$ cat config.mk
export PLATFORM = sky130hd
export DESIGN_NAME = psr_status_id
export DESIGN_NICKNAME = d
export VERILOG_FILES = /design/src/psr_pkg.sv /design/src/psr_latch_bit.sv /design/src/psr_status_id.sv /design/src/psr_sync.sv
export SDC_FILE = /design/constraint.sdc
export NUM_CORES = 1
export LEC_CHECK = 0
export BUFFER_PORTS_ARGS = -buffer_cell sky130_fd_sc_hd__buf_2
export CORE_AREA = 2 2 90 92
export DETAILED_ROUTE_END_ITERATION = 10
export DIE_AREA = 0 0 92 94
export HOLD_SLACK_MARGIN = 0.02
export PLACE_DENSITY = 0.67
export SLEW_MARGIN = 5
export SYNTH_ARGS = -nofsm -noshare
export SYNTH_HDL_FRONTEND = slang
export SYNTH_HIERARCHICAL = 1
export SYNTH_SLANG_ARGS = --single-unit
export TNS_END_PERCENT = 30
$ cat constraint.sdc
create_clock -name core_clk -period 6.9 [get_ports core_clk]
set_input_delay 1.035 -clock core_clk [delete_from_list [all_inputs] [get_ports core_clk]]
set_output_delay 1.035 -clock core_clk [all_outputs]
set_load 0.02 [all_outputs]
$ cat src/psr_pkg.sv
// Constants for the PHY status and identifier register bank.
// Assumes a serial management interface clocked from the station's own clock.
// Notes on behaviour
// - Status bit 6 reports preamble-suppression capability; resets to zero.
// - Preamble-suppression bit is writable only with override enable set.
// - Negotiation-complete bit held zero while negotiation is disabled.
// - Negotiation-complete set only when the negotiation machine finishes.
// - Negotiation-complete latches high; restart does not clear it; reread shows live.
// - Remote-fault bit is set by the fault flag of a received code word and holds until read.
// - Remote-fault is one latching-high element seen in status and detailed status.
// - Non-latching remote-fault copy at partner bit 13, updated per code word.
// - Negotiation-ability bit always reads one.
// - Link status one when valid, latches low, mirrored in detailed status bit 0.
// - Link monitor input feeds the link-status latch; a drop holds the bit low until read.
// - Jabber inhibit zero disables detection and forces jabber bit zero.
// - Jabber inhibit one sets jabber bit on a jabber condition, else unchanged.
// - Jabber bit latches high, seen in status and detailed status; read clears.
// - Extended-capability bit always reads one.
// - Two identifier registers form a 32-bit identifier.
// - Identifier bits always readable; writable only with override enable.
// - First identifier register at address 2 holds identifier bits 3 to 18.
// - Writes to override-writable bits ignored while override enable is zero.
// - Access over serial management; reset loads every bit's default.
package psr_pkg;
   localparam logic [4:0]  REG_STATUS      = 5'h01;
   localparam logic [4:0]  REG_ID_HIGH     = 5'h02;
   localparam logic [4:0]  REG_PARTNER     = 5'h05;
   localparam logic [4:0]  REG_EXT_CTRL    = 5'h10;
   localparam logic [4:0]  REG_DETAIL      = 5'h11;
   localparam logic [4:0]  REG_TEN_OPS     = 5'h12;
   localparam int          BIT_PRE_SUPP    = 6;
   localparam int          BIT_AN_DONE     = 5;
   localparam int          BIT_RFAULT      = 4;
   localparam int          BIT_AN_ABLE     = 3;
   localparam int          BIT_LINK        = 2;
   localparam int          BIT_JABBER      = 1;
   localparam int          BIT_EXT_CAP     = 0;
   localparam int          BIT_D_JABBER    = 2;
   localparam int          BIT_D_RFAULT    = 1;
   localparam int          BIT_D_LINK      = 0;
   localparam int          BIT_P_RFAULT    = 13;
   localparam int          BIT_OVR_EN      = 15;
   localparam int          BIT_JAB_INH     = 5;
   localparam logic [15:0] ID_HIGH_RST     = 16'h1234;  // Arbitrary value
   localparam logic        JAB_INH_RST     = 1'b1;
   localparam logic [1:0]  ST_START        = 2'h0;
   localparam logic [1:0]  ST_OP           = 2'h1;
   localparam logic [1:0]  ST_TA           = 2'h2;
   localparam int          FRAME_BITS      = 32;
endpackage

$ cat src/psr_latch_bit.sv
// Latching status bit: latches high or low until a read, then follows live.
// Assumes read strobe is a single-cycle pulse on the core clock.
`timescale 1ns/1ps
`default_nettype none
module psr_latch_bit #(
   parameter logic LATCH_HIGH = 1'b1,
   parameter logic RST_VAL    = 1'b0
) (
   input  wire logic core_clk,
   input  wire logic sys_rst,
   input  wire logic event_in,
   input  wire logic live_in,
   input  wire logic rd_clr,
   output var  logic q_ff
);
   logic nxt_q;
   wire  hit = LATCH_HIGH ? event_in : ~event_in;
   // Event wins over read clear
   assign nxt_q = hit ? LATCH_HIGH : (rd_clr ? live_in : q_ff);
   always_ff @(posedge core_clk) begin
      if (sys_rst) q_ff <= RST_VAL;
      else q_ff <= nxt_q;
   end
endmodule // psr_latch_bit
`default_nettype wire

$ cat src/psr_status_id.sv
// PHY status and first identifier registers behind a serial management port.
// Assumes mdc and mdio come from the station; detectors feed the event inputs.
`timescale 1ns/1ps
`default_nettype none
module psr_status_id
   import psr_pkg::*;
(
   input  wire logic       core_clk,
   input  wire logic       sys_rst,
   input  wire logic       mdc,
   input  wire logic       mdio_i,
   output logic            mdio_o,
   output logic            mdio_oe_n,
   input  wire logic [4:0] phy_addr,
   input  wire logic       an_enable,
   input  wire logic       an_done,
   input  wire logic       code_word_stb,
   input  wire logic       code_word_rfault,
   input  wire logic       link_valid,
   input  wire logic       jabber_event,
   output var  logic       pre_supp_en,
   output var  logic       jabber_enable
);
   import psr_pkg::*;
   typedef enum logic [1:0] {S_IDLE = 2'b00, S_HDR = 2'b01, S_DATA = 2'b10} psr_state_t;

   logic       mdc_s;
   logic       mdio_s;
   logic       mdc_d_ff;
   psr_state_t state_ff;
   logic [5:0] cnt_ff;
   logic [15:0] shift_ff;
   logic       is_read_ff;
   logic [4:0] reg_ff;
   logic       mine_ff;
   logic       drive_ff;
   logic       out_ff;
   logic       pre_supp_ff;
   logic [15:0] id_high_ff;
   logic       ovr_en_ff;
   logic       jab_inh_ff;
   logic       rfault_copy_ff;
   logic       an_done_q;
   logic       rfault_q;
   logic       link_q;
   logic       jabber_q;
   logic       rd_stb_ff;
   logic [4:0] rd_reg_ff;
   logic       wr_stb;

   psr_sync u_sync_mdc  (.core_clk(core_clk), .sys_rst(sys_rst), .din(mdc),    .dout(mdc_s));
   psr_sync u_sync_mdio (.core_clk(core_clk), .sys_rst(sys_rst), .din(mdio_i), .dout(mdio_s));

   wire rise = mdc_s & ~mdc_d_ff;
   wire fall = ~mdc_s & mdc_d_ff;

   // Frame decode at last address bit: ST(2) OP(2) PHYAD(5) REGAD(5), TA still to come
   wire [15:0] hdr_next = {shift_ff[14:0], mdio_s};
   wire        hdr_ok   = (hdr_next[13:12] == 2'b01);
   wire        hdr_rd   = (hdr_next[11:10] == 2'b10);
   wire        hdr_mine = (hdr_next[9:5] == phy_addr);
   wire [4:0]  hdr_reg  = hdr_next[4:0];
   wire        data_done = rise && state_ff == S_DATA && cnt_ff == 6'd15;

   always_ff @(posedge core_clk) begin
      if (sys_rst) begin
         mdc_d_ff <= 1'b0;
         state_ff <= S_IDLE;
         cnt_ff   <= 6'd0;
         shift_ff <= 16'h0000;
         is_read_ff <= 1'b0;
         reg_ff   <= 5'h00;
         mine_ff  <= 1'b0;
         rd_stb_ff <= 1'b0;
         rd_reg_ff <= 5'h00;
      end else begin
         mdc_d_ff  <= mdc_s;
         rd_stb_ff <= 1'b0;
         if (rise) begin
            shift_ff <= hdr_next;
            case (state_ff)
               S_IDLE: begin
                  // Preamble-less frames: start on first zero (idle is ones)
                  if (!mdio_s) begin
                     state_ff <= S_HDR;
                     cnt_ff   <= 6'd1;
                  end
               end
               S_HDR: begin
                  cnt_ff <= cnt_ff + 6'd1;
                  if (cnt_ff == 6'd13) begin
                     if (!hdr_ok) state_ff <= S_IDLE;
                     is_read_ff <= hdr_rd;
                     mine_ff    <= hdr_mine;
                     reg_ff     <= hdr_reg;
                     if (hdr_rd && hdr_mine) begin
                        rd_stb_ff <= 1'b1;
                        rd_reg_ff <= hdr_reg;
                     end
                  end
                  if (cnt_ff == 6'd15) begin
                     state_ff <= S_DATA;
                     cnt_ff   <= 6'd0;
                  end
               end
               S_DATA: begin
                  cnt_ff <= cnt_ff + 6'd1;
                  if (cnt_ff == 6'd15) state_ff <= S_IDLE;
               end
               default: state_ff <= S_IDLE;
            endcase
         end
      end
   end

   assign wr_stb = data_done && !is_read_ff && mine_ff;
   wire   wr_ovr = wr_stb && ovr_en_ff;
   wire   rd_status = rd_stb_ff && rd_reg_ff == REG_STATUS;
   wire   rd_detail = rd_stb_ff && rd_reg_ff == REG_DETAIL;
   wire   rd_clr_sd = rd_status | rd_detail;
   wire   rd_clr_st = rd_status;

   // Latched status bits
   wire an_live = an_enable & an_done;
   psr_latch_bit #(.LATCH_HIGH(1'b1), .RST_VAL(1'b0)) u_an (
      .core_clk(core_clk), .sys_rst(sys_rst), .event_in(an_live),
      .live_in(an_live), .rd_clr(rd_clr_st), .q_ff(an_done_q));
   wire rf_ev = code_word_stb & code_word_rfault;
   psr_latch_bit #(.LATCH_HIGH(1'b1), .RST_VAL(1'b0)) u_rf (
      .core_clk(core_clk), .sys_rst(sys_rst), .event_in(rf_ev),
      .live_in(rfault_copy_ff), .rd_clr(rd_clr_sd), .q_ff(rfault_q));
   psr_latch_bit #(.LATCH_HIGH(1'b0), .RST_VAL(1'b0)) u_lk (
      .core_clk(core_clk), .sys_rst(sys_rst), .event_in(link_valid),
      .live_in(link_valid), .rd_clr(rd_clr_sd), .q_ff(link_q));
   wire jab_ev = jab_inh_ff & jabber_event;
   psr_latch_bit #(.LATCH_HIGH(1'b1), .RST_VAL(1'b0)) u_jb (
      .core_clk(core_clk), .sys_rst(sys_rst), .event_in(jab_ev),
      .live_in(1'b0), .rd_clr(rd_clr_sd), .q_ff(jabber_q));

   wire an_bit  = an_enable & an_done_q;
   wire jab_bit = jab_inh_ff & jabber_q;

   // Writable registers and the remote-fault copy
   always_ff @(posedge core_clk) begin
      if (sys_rst) begin
         pre_supp_ff    <= 1'b0;
         id_high_ff     <= ID_HIGH_RST;
         ovr_en_ff      <= 1'b0;
         jab_inh_ff     <= JAB_INH_RST;
         rfault_copy_ff <= 1'b0;
      end else begin
         if (code_word_stb) rfault_copy_ff <= code_word_rfault;
         if (wr_ovr && reg_ff == REG_STATUS) pre_supp_ff <= hdr_next[BIT_PRE_SUPP];
         if (wr_ovr && reg_ff == REG_ID_HIGH) id_high_ff <= hdr_next;
         if (wr_stb && reg_ff == REG_EXT_CTRL) ovr_en_ff <= hdr_next[BIT_OVR_EN];
         if (wr_stb && reg_ff == REG_TEN_OPS) jab_inh_ff <= hdr_next[BIT_JAB_INH];
      end
   end

   // Read data, captured at end of header before the clear takes effect
   logic [15:0] status_word;
   logic [15:0] detail_word;
   logic [15:0] rd_word;
   always_comb begin
      status_word = 16'h0000;
      status_word[BIT_PRE_SUPP] = pre_supp_ff;
      status_word[BIT_AN_DONE]  = an_bit;
      status_word[BIT_RFAULT]   = rfault_q;
      status_word[BIT_AN_ABLE]  = 1'b1;
      status_word[BIT_LINK]     = link_q;
      status_word[BIT_JABBER]   = jab_bit;
      status_word[BIT_EXT_CAP]  = 1'b1;
      detail_word = 16'h0000;
      detail_word[BIT_D_JABBER] = jab_bit;
      detail_word[BIT_D_RFAULT] = rfault_q;
      detail_word[BIT_D_LINK]   = link_q;
   end
   assign rd_word = (hdr_reg == REG_STATUS) ? status_word :
                    (hdr_reg == REG_ID_HIGH) ? id_high_ff :
                    (hdr_reg == REG_PARTNER) ? {2'b00, rfault_copy_ff, 13'h0000} :
                    (hdr_reg == REG_EXT_CTRL) ? {ovr_en_ff, 15'h0000} :
                    (hdr_reg == REG_DETAIL) ? detail_word :
                    (hdr_reg == REG_TEN_OPS) ? {10'h000, jab_inh_ff, 5'h00} : 16'h0000;

   logic [15:0] out_sh_ff;
   always_ff @(posedge core_clk) begin
      if (sys_rst) begin
         out_sh_ff <= 16'h0000;
         drive_ff  <= 1'b0;
         out_ff    <= 1'b1;
      end else begin
         if (rise && state_ff == S_HDR && cnt_ff == 6'd13) out_sh_ff <= rd_word;
         if (fall && state_ff == S_HDR && cnt_ff == 6'd15 && is_read_ff && mine_ff) begin
            drive_ff <= 1'b1;
            out_ff   <= 1'b0;
         end else if (fall && state_ff == S_DATA && drive_ff) begin
            out_ff    <= out_sh_ff[15];
            out_sh_ff <= {out_sh_ff[14:0], 1'b0};
         end
         if (state_ff == S_IDLE) drive_ff <= 1'b0;
      end
   end

   assign mdio_o        = out_ff;
   assign mdio_oe_n     = ~drive_ff;
   assign pre_supp_en   = pre_supp_ff;
   assign jabber_enable = jab_inh_ff;

   AST_AN_OFF: assert property (@(posedge core_clk) disable iff (sys_rst)
      !an_enable |-> !status_word[BIT_AN_DONE]) else $error("an done set while disabled");
   AST_AN_LATCH: assert property (@(posedge core_clk) disable iff (sys_rst)
      (an_live && !rd_clr_st) |=> an_done_q) else $error("an done not latched");
   AST_RF_SET: assert property (@(posedge core_clk) disable iff (sys_rst)
      rf_ev |=> rfault_q && rfault_copy_ff) else $error("remote fault not set");
   AST_RF_COPY: assert property (@(posedge core_clk) disable iff (sys_rst)
      code_word_stb |=> rfault_copy_ff == $past(code_word_rfault)) else $error("copy wrong");
   AST_LINK_LOW: assert property (@(posedge core_clk) disable iff (sys_rst)
      (!link_valid ##1 !rd_clr_sd) |=> !link_q) else $error("link drop lost");
   AST_JAB_OFF: assert property (@(posedge core_clk) disable iff (sys_rst)
      !jab_inh_ff |-> !status_word[BIT_JABBER] && !detail_word[BIT_D_JABBER]) else $error("jabber shown");
   AST_JAB_SET: assert property (@(posedge core_clk) disable iff (sys_rst)
      (jab_ev && jab_inh_ff) |=> jabber_q) else $error("jabber not latched");
   AST_FIXED: assert property (@(posedge core_clk) disable iff (sys_rst)
      status_word[BIT_AN_ABLE] && status_word[BIT_EXT_CAP]) else $error("fixed ones wrong");
   AST_ID_LOCK: assert property (@(posedge core_clk) disable iff (sys_rst)
      !ovr_en_ff |=> $stable(id_high_ff) && $stable(pre_supp_ff)) else $error("locked write");
endmodule // psr_status_id
`default_nettype wire

$ cat src/psr_sync.sv
// Two-flop synchroniser for a single level.
// Assumes the input comes from outside the core clock domain.
`timescale 1ns/1ps
`default_nettype none
module psr_sync (
   input  wire logic core_clk,
   input  wire logic sys_rst,
   input  wire logic din,
   output var  logic dout
);
   logic meta_ff;
   always_ff @(posedge core_clk) begin
      if (sys_rst) begin
         meta_ff <= 1'b0;
         dout    <= 1'b0;
      end else begin
         meta_ff <= din;
         dout    <= meta_ff;
      end
   end
endmodule // psr_sync
`default_nettype wire
==> reports/qor.yml, run 1 <==
pin_count: 19
drc_errors: 0
grtUsageTotal_pct: 20.26
post_drt_wl_per_cell_um: 14.91
r2r-start: "cnt_ff[3]"
slowest_stage: "or4b_1"
start_util_pct: 48.59
path_delay_family: "simple AND/OR/NAND/NOR gates"
ys_ff_latch: 83
wl_met2_um: 3753
drive_above_1_share_pct: 10.24
syn2layout_area_growth_pct: 9.411
post_cts_buffers: 0
whs_ps: 454.4
setup_slack_ps: 4248
ff2ff_path_depth: 5
wl_met3_um: 403
maxSlewHeadroom_pct: 28.49
ir_drop_uv: 125.4
vias: 3034
clk_pin_slew_ps: 90
portBuffers: 18
synth_cells: 439
multiInputGateArea_sq_um: 1877
ys_warn_count: 6
nNetsFinal: 464
slew_violations: 0
area.sequential_sq_um: 1662
synth.avg_cell_area_sq_um: 8.419
cts_max_path_buffers: 2
drtIter0Drc: 179
ys_seq_area_share_pct: 44.96
rsz0062_at_grt: "false"
rr_endpoint: "rd_reg_ff[0]"
die_w_um: 92
fin_util_pct: 53.16
hp-start: "u_sync_mdio/meta_ff"
crit_chain: "or3b_1 > or3_4 > or4b_1 > mux2i_1 > nor2_1"
n_antenna_cell: 0
worstHoldPathCells: 1
htreeDepth: 3
drv_cap: 0
core_area_sq_um: 7607
skew_ps: 9.514
grt_pass1_vias: 2924
p_leak_nw: 1.489
endpoint_kind: "register"
arrival_ps: 2870
worstPathMaxFanout: 30
setup_viol_count_final: 0
ys_types: 51
crit_buf_inv: 0
crit_type: "register to register"
synthesis.nets: 459
ant_nets: 0
final_hold_viol_count: 0
numCtsBuffers: 9
die_area_sq_um: 8648
cp_slowest_stage_delay_ps: 750
top_layer: "met4"
post-place-ws_ps: 4281
tightest_slew_ps: 1069
overflow: 0
worstSkewPairLatency_ps: 350
cts_tree: "built"
dr.pass1.iters: 4
grt_pass1_wl_um: 14080
p_per_area_nw_per_um2: 219.2
m1WireLength_um: 3962
gp_congestion: 0.7992
min_period_over_period_pct: 38.43
clockRootBuffer: "clkbuf_8"
worst_setup_path_start_kind: "register"
outcome: "finished, final reports clean"
cts.sinks: 83
antenna_found_initial: 0
syn_area_sq_um: 3696
fill_cells: 727
min_to: "u_sync_mdio/dout"
r2r_setup_slack_ps: 4250
synth_top_flop_cell: "dfxtp_1"
fin_setup_tns_ps: 0
rows: 32
synth_edf_count: 0
vias_per_cell: 5.506
totalWireLength_um: 8218
grt_max_degree: 83
min_path_type: "register to register"
period_needed_ps: 2652
post_cts_resized: 0
die_h_um: 94
cp_data_required_time_ps: 7110
async_flop_share_pct: 0
dp_hpwl_um: 5443
max_clock_freq_mhz: 377.1
hold_buffers: 0
[stage by stage]
stage                     cells  instance area (sq um)  power [mW]
after floorplan             439                   3696      0.5176
after global placement      535                   3831      0.5284
after detailed placement    535                   3831      0.5290
after CTS                   551                   4044      0.8928
after global routing        551                   4044      0.9178
final                       551                   4044      0.8864
[metal layers]
layer / up-vias / global-route usage, %
met5: - / 0
met4: 0 / 6.716
met3: 8 / 2.488
met2: 64 / 31.86
met1: 1423 / 28.92
li1: 1539 / -
[registers in the layout, indices dropped and copies added (netlist names), 2 cells and up]
name        count
shift_ff       15
state_ff        2
cnt_ff          6
reg_ff          5
rd_reg_ff       5
out_sh_ff      16
id_high_ff     16
[cell families after synthesis]
logic type               after synthesis  share of synthesized area, %
AO/OA/AOI/OAI                         83                         14.35
adder cells (fa/ha/maj)                5                         1.693
XOR/XNOR                               7                         1.659
AND/OR/NAND/NOR                      196                         26.71
multiplexers                          23                         6.263
flip-flops                            83                         44.96
buffers and inverters                 41                         4.265
other                                  1                        0.1015
[how the worst max path moves through the flow]
stage | startpoint | endpoint | depth (start not counted)
after floorplan | phy_addr[4] | rd_reg_ff[0] | 6
after global placement | cnt_ff[3] | rd_reg_ff[1] | 5
after detailed placement | cnt_ff[3] | rd_reg_ff[0] | 5
after CTS | cnt_ff[3] | rd_reg_ff[0] | 5
after global routing | cnt_ff[3] | rd_reg_ff[1] | 5
final | cnt_ff[3] | rd_reg_ff[0] | 5
[cell usage after synthesis, drive strengths merged, types with 3 or more instances]
master | count | share of area, %
nand4b | 4 | 0.95
a22oi | 5 | 1.0
nand2 | 60 | 6.1
nor2b | 13 | 2.2
xor2 | 3 | 0.71
nor3 | 27 | 3.7
a221oi | 8 | 1.9
nor4 | 4 | 0.68
a211oi | 6 | 1.2
and2 | 5 | 0.85
buf | 6 | 0.71
nor2 | 45 | 4.6
dfxtp | 83 | 45
inv | 14 | 1.4
ha | 5 | 1.7
nor4b | 3 | 0.71
or3b | 3 | 0.71
mux2i | 22 | 6.0
a21oi | 39 | 5.3
nand3 | 5 | 0.68
xnor2 | 4 | 0.95
o21ai | 9 | 1.2
a211o | 5 | 1.2
clkbuf | 21 | 2.1
nand2b | 8 | 1.4
nand4 | 3 | 0.51
nor3b | 4 | 1.1
[cells in the final DEF, fill, tap and decap left out, drive strengths merged, types with 4 or more instances in the layout]
master and count:
a211o 5, a211oi 6, a21oi 39, a221oi 8
a22oi 5, and2 5, buf 21, clkbuf 11
dfxtp 83, ha 5, inv 14, mux2i 22
nand2 60, nand2b 8, nand3 5, nand4b 4
nor2 45, nor2b 13, nor3 27, nor3b 4
nor4 4, o21ai 9, xnor2 4
[final cells by class]
cell class / count / area share [%]
Tap cell: 102 / 3.156
Multi-Input combinational cell: 315 / 46.41
Timing Repair Buffer: 21 / 2.785
Clock buffer: 11 / 3.744
Inverter: 14 / 1.300
Sequential cell: 83 / 41.09
Clock inverter: 5 / 1.516
[where the power goes]
| group | switching, mW | internal [mW] |
|---|---|---|
| Clock | 0.181 | 0.188 |
| Combinational | 0.0200 | 0.0118 |
| Sequential | 0.00380 | 0.482 |
| Total | 0.205 | 0.681 |
(Power assumes the default switching activity.)
==> run 2, diff against run 1 <==
- clock period: 6.9 -> 2.7 ns (I/O delays scaled with it)
==> reports/qor.yml, run 2 (synthesis gave the netlist of run 1 again) <==
rows: 32
start_util_pct: 48.59
layout_common_cells: "83 x dfxtp_1, 60 x nand2_1, 45 x nor2_1"
max_clock_freq_mhz: 409.7
min_path_type: "input pin to register"
cts.sinks: 83
dr.pass1.iters: 5
post_cts_buffers: 0
core_area_sq_um: 7607
setup_viol_count_final: 0
portBuffers: 18
r2r-start: "state_ff[1]"
grt_pass1_vias: 2961
period_needed_ps: 2441
r2r_setup_slack_ps: 260
syn2layout_area_growth_pct: 10.53
outcome: "finished, final reports clean"
rsz0062_at_grt: "false"
grt_pass1_wl_um: 14590
worstPathMaxFanout: 20
biggestRegsByFlops: "id_high_ff: 16 flops, out_sh_ff: 16 flops, shift_ff: 15 flops"
vias_per_cell: 5.602
ant_nets: 0
clk_pin_slew_ps: 80
p_total_mw: 2.181
ff2ff_path_depth: 8
vias: 3126
cts_tree: "built"
worst_setup_path_start_kind: "register"
antenna_found_initial: 0
tightest_slew_ps: 1086
overflow: 0
p_leak_nw: 1.530
grt_max_degree: 83
die_h_um: 94
dp_hpwl_um: 5580
cts_max_path_buffers: 2
totalWireLength_um: 8432
fin_util_pct: 53.70
clockRootBuffer: "clkbuf_8"
fill_cells: 745
die_w_um: 92
timing.critical_path.to: "out_sh_ff[9]"
p_per_area_nw_per_um2: 533.9
hold_buffers: 0
min_period_over_period_pct: 90.39
startpoint: "state_ff[1]"
final_cells: 558
multiInputGateArea_sq_um: 1877
pin_count: 19
area.sequential_sq_um: 1662
worstSkewPairLatency_ps: 350
nNetsFinal: 472
fin_setup_tns_ps: 0
ir_drop_uv: 312.5
gp_congestion: 0.8534
drtIter0Drc: 218
cp_data_required_time_ps: 2970
layout_commonest_cell: "dfxtp_1"
n_antenna_cell: 0
slew_violations: 0
grtUsageTotal_pct: 21.28
final_hold_viol_count: 0
drc_errors: 0
htreeDepth: 3
maxSlewHeadroom_pct: 27.32
numCtsBuffers: 9
drv_cap: 0
rr_endpoint: "out_sh_ff[9]"
post_cts_resized: 0
crit_type: "register to register"
die_area_sq_um: 8648
drive_above_1_share_pct: 11.62
placed_cells: 543
post_drt_wl_per_cell_um: 15.11
arrival_ps: 2710
skew_ps: 7.581
endpoint_kind: "register"
==> run 2: where the power goes <==
group          switching [mW]  leakage (nW)  internal (mW)
clock                   0.436        0.0946          0.416
sequential            0.00863         0.671           1.23
combinational          0.0554         0.765         0.0341
==> run 2: worst min-delay path by stage <==
| stage | start | cells past startpoint | endpoint |
|---|---|---|---|
| floorplan | u_sync_mdc/meta_ff | 1 | u_sync_mdc/dout |
| global placement | u_sync_mdio/meta_ff | 1 | u_sync_mdio/dout |
| detailed placement | u_sync_mdc/meta_ff | 1 | u_sync_mdc/dout |
| CTS | mdc | 2 | u_sync_mdc/meta_ff |
| global route | mdio_i | 2 | u_sync_mdio/meta_ff |
| finish | mdc | 2 | u_sync_mdc/meta_ff |
==> run 2: metrics by stage <==
| stage | instance area, sq um | worst slack, ps | hold WS [ps] |
|---|---|---|---|
| after detailed placement | 3904 | 305.3 | 423.1 |
| final | 4085 | 259.3 | 260.2 |
| after global placement | 3904 | 421.6 | 416.3 |
| after global routing | 4085 | 55.88 | 256.8 |
| after CTS | 4085 | 283.0 | 254.5 |
| after floorplan | 3696 | 481.3 | 413.8 |
==> run 2: routing by layer <==
metal	part of all wire, %	global-route usage, %	vias up	wire [um]
li1	-	-	1555	-
met1	49	28.84	1481	4145
met2	45	34.01	79	3795
met3	4.8	5.698	11	402
met4	1.0	4.975	0	88
met5	0	0	-	0
==> run 2: final cells by class <==
cell class	count	area share, %
Inverter	14	1.286
Multi-Input combinational cell	315	45.94
Tap cell	102	3.124
Clock inverter	6	1.409
Timing Repair Buffer	29	4.533
Clock buffer	9	3.032
Sequential cell	83	40.67
==> run 2: worst max-delay path: stages, from the launching register on <==
cell,delay (ps)
dfxtp_1,320
inv_1,80
ha_1,300
nand3b_1,150
or3_4,420
buf_4,230
nor3b_2,480
a221oi_1,150
nor3_1,220
==> run 3, diff against run 2 <==
- RECOVER_POWER: unset -> 100
==> reports/qor.yml, run 3 (synthesis gave the netlist of run 1 again) <==
r2r-start: "state_ff[1]"
grt_pass1_vias: 2961
fill_cells: 752
vias: 3140
nNetsFinal: 472
p_leak_nw: 1.504
dr.pass1.iters: 5
start_util_pct: 48.59
grt_max_degree: 83
antenna_found_initial: 0
post_cts_resized: 0
cts.sinks: 83
maxSlewHeadroom_pct: -9.257
fin_setup_tns_ps: 0
ant_nets: 0
slew_violations: 83
totalWireLength_um: 8546
cp_data_required_time_ps: 2950
layout_common_cells: "83 x dfxtp_1, 60 x nand2_1, 45 x nor2_1"
drtIter0Drc: 231
grtUsageTotal_pct: 21.28
die_area_sq_um: 8648
arrival_ps: 2720
cts_max_path_buffers: 2
biggestRegsByFlops: "id_high_ff: 16 flops, out_sh_ff: 16 flops, shift_ff: 15 flops"
die_h_um: 94
worstPathMaxFanout: 20
setup_slack_ps: 236.3
use_met3_pct: 5.698
final_hold_viol_count: 0
min_path_type: "input pin to register"
layout_commonest_cell: "dfxtp_1"
busiest_layer: "met2"
dp_hpwl_um: 5580
hp-start: "mdc"
violations: "capacitance limit, slew limit"
htreeDepth: 3
pin_count: 19
post_drt_wl_per_cell_um: 15.32
gp_congestion: 0.8534
tightest_slew_ps: 1639
die_w_um: 92
min_period_over_period_pct: 91.25
use_met1_pct: 28.84
grt_pass1_wl_um: 14590
ir_drop_uv: 309.8
post_cts_buffers: 0
overflow: 0
outcome: "finished, violations left"
vias_per_cell: 5.627
rows: 32
worst_setup_path_start_kind: "register"
endpoint_kind: "register"
worstSkewPairLatency_ps: 350
drive_above_1_share_pct: 10.09
n_antenna_cell: 0
cts_tree: "built"
drc_errors: 0
syn2layout_area_growth_pct: 9.512
rsz0062_at_grt: "false"
setup_viol_count_final: 0
skew_ps: 9.315
numCtsBuffers: 9
clockRootBuffer: "clkbuf_8"
max_clock_freq_mhz: 405.9
ff2ff_path_depth: 8
clk_pin_slew_ps: 80
startpoint: "state_ff[1]"
worstHoldPathCells: 2
final_cell_area_sq_um: 4048
grtUsageMet2_pct: 34.01
core_area_sq_um: 7607
p_per_area_nw_per_um2: 538.1
portBuffers: 18
crit_type: "register to register"
place_area_sq_um: 3904
period_needed_ps: 2464
hold_buffers: 0
drv_cap: 1
post-place-ws_ps: 305.3
[run 3: worst paths after layout]
path	endpoint	slack (ps)
min	u_sync_mdc/meta_ff	260
max reg2reg	out_sh_ff[11]	240
min reg2reg	u_sync_mdc/dout	440
max	out_sh_ff[11]	240
[run 3: power by group]
| part | switching [mW] | total (mW) | internal, mW |
|---|---|---|---|
| Sequential | 0.00854 | 1.24 | 1.23 |
| Clock | 0.436 | 0.852 | 0.416 |
| Combinational | 0.0548 | 0.0860 | 0.0312 |
[run 3: critical path: stages, from the launching register on]
cell,delay [ps]
dfxtp_1,320
inv_1,90
ha_1,300
nand3b_1,140
or3_4,420
buf_4,240
nor3b_2,480
a221oi_1,170
nor3_1,220
[run 3: layout make-up]
type                    instances  area [sq um]  share of cell area, %
flip-flops and latches         83          1662                  41.05
clock inverters                 6         57.56                  1.422
multi-input cells             315          1872                  46.24
clock buffers                   9         123.9                  3.060
well taps                     102         127.6                  3.153
inverters                      14         52.55                  1.298
repair buffers                 29         152.6                  3.771
[run 3: through the flow]
stage                     total power, mW  instances  util (%)  hold WS (ps)
after floorplan                     1.323        439         -         413.8
after global placement              1.357        543     51.32         416.3
after detailed placement            1.358        543     51.32         423.1
after CTS                           2.199        558     53.70         254.5
after global routing                2.260        558     53.21         256.8
final                               2.178        558     53.21         260.7
[run 3: layer usage]
metal  vias to the layer above  wire [um]
li1                       1553          -
met1                      1493       4076
met2                        83       3891
met3                        11        481
met4                         0         97
met5                         -          0
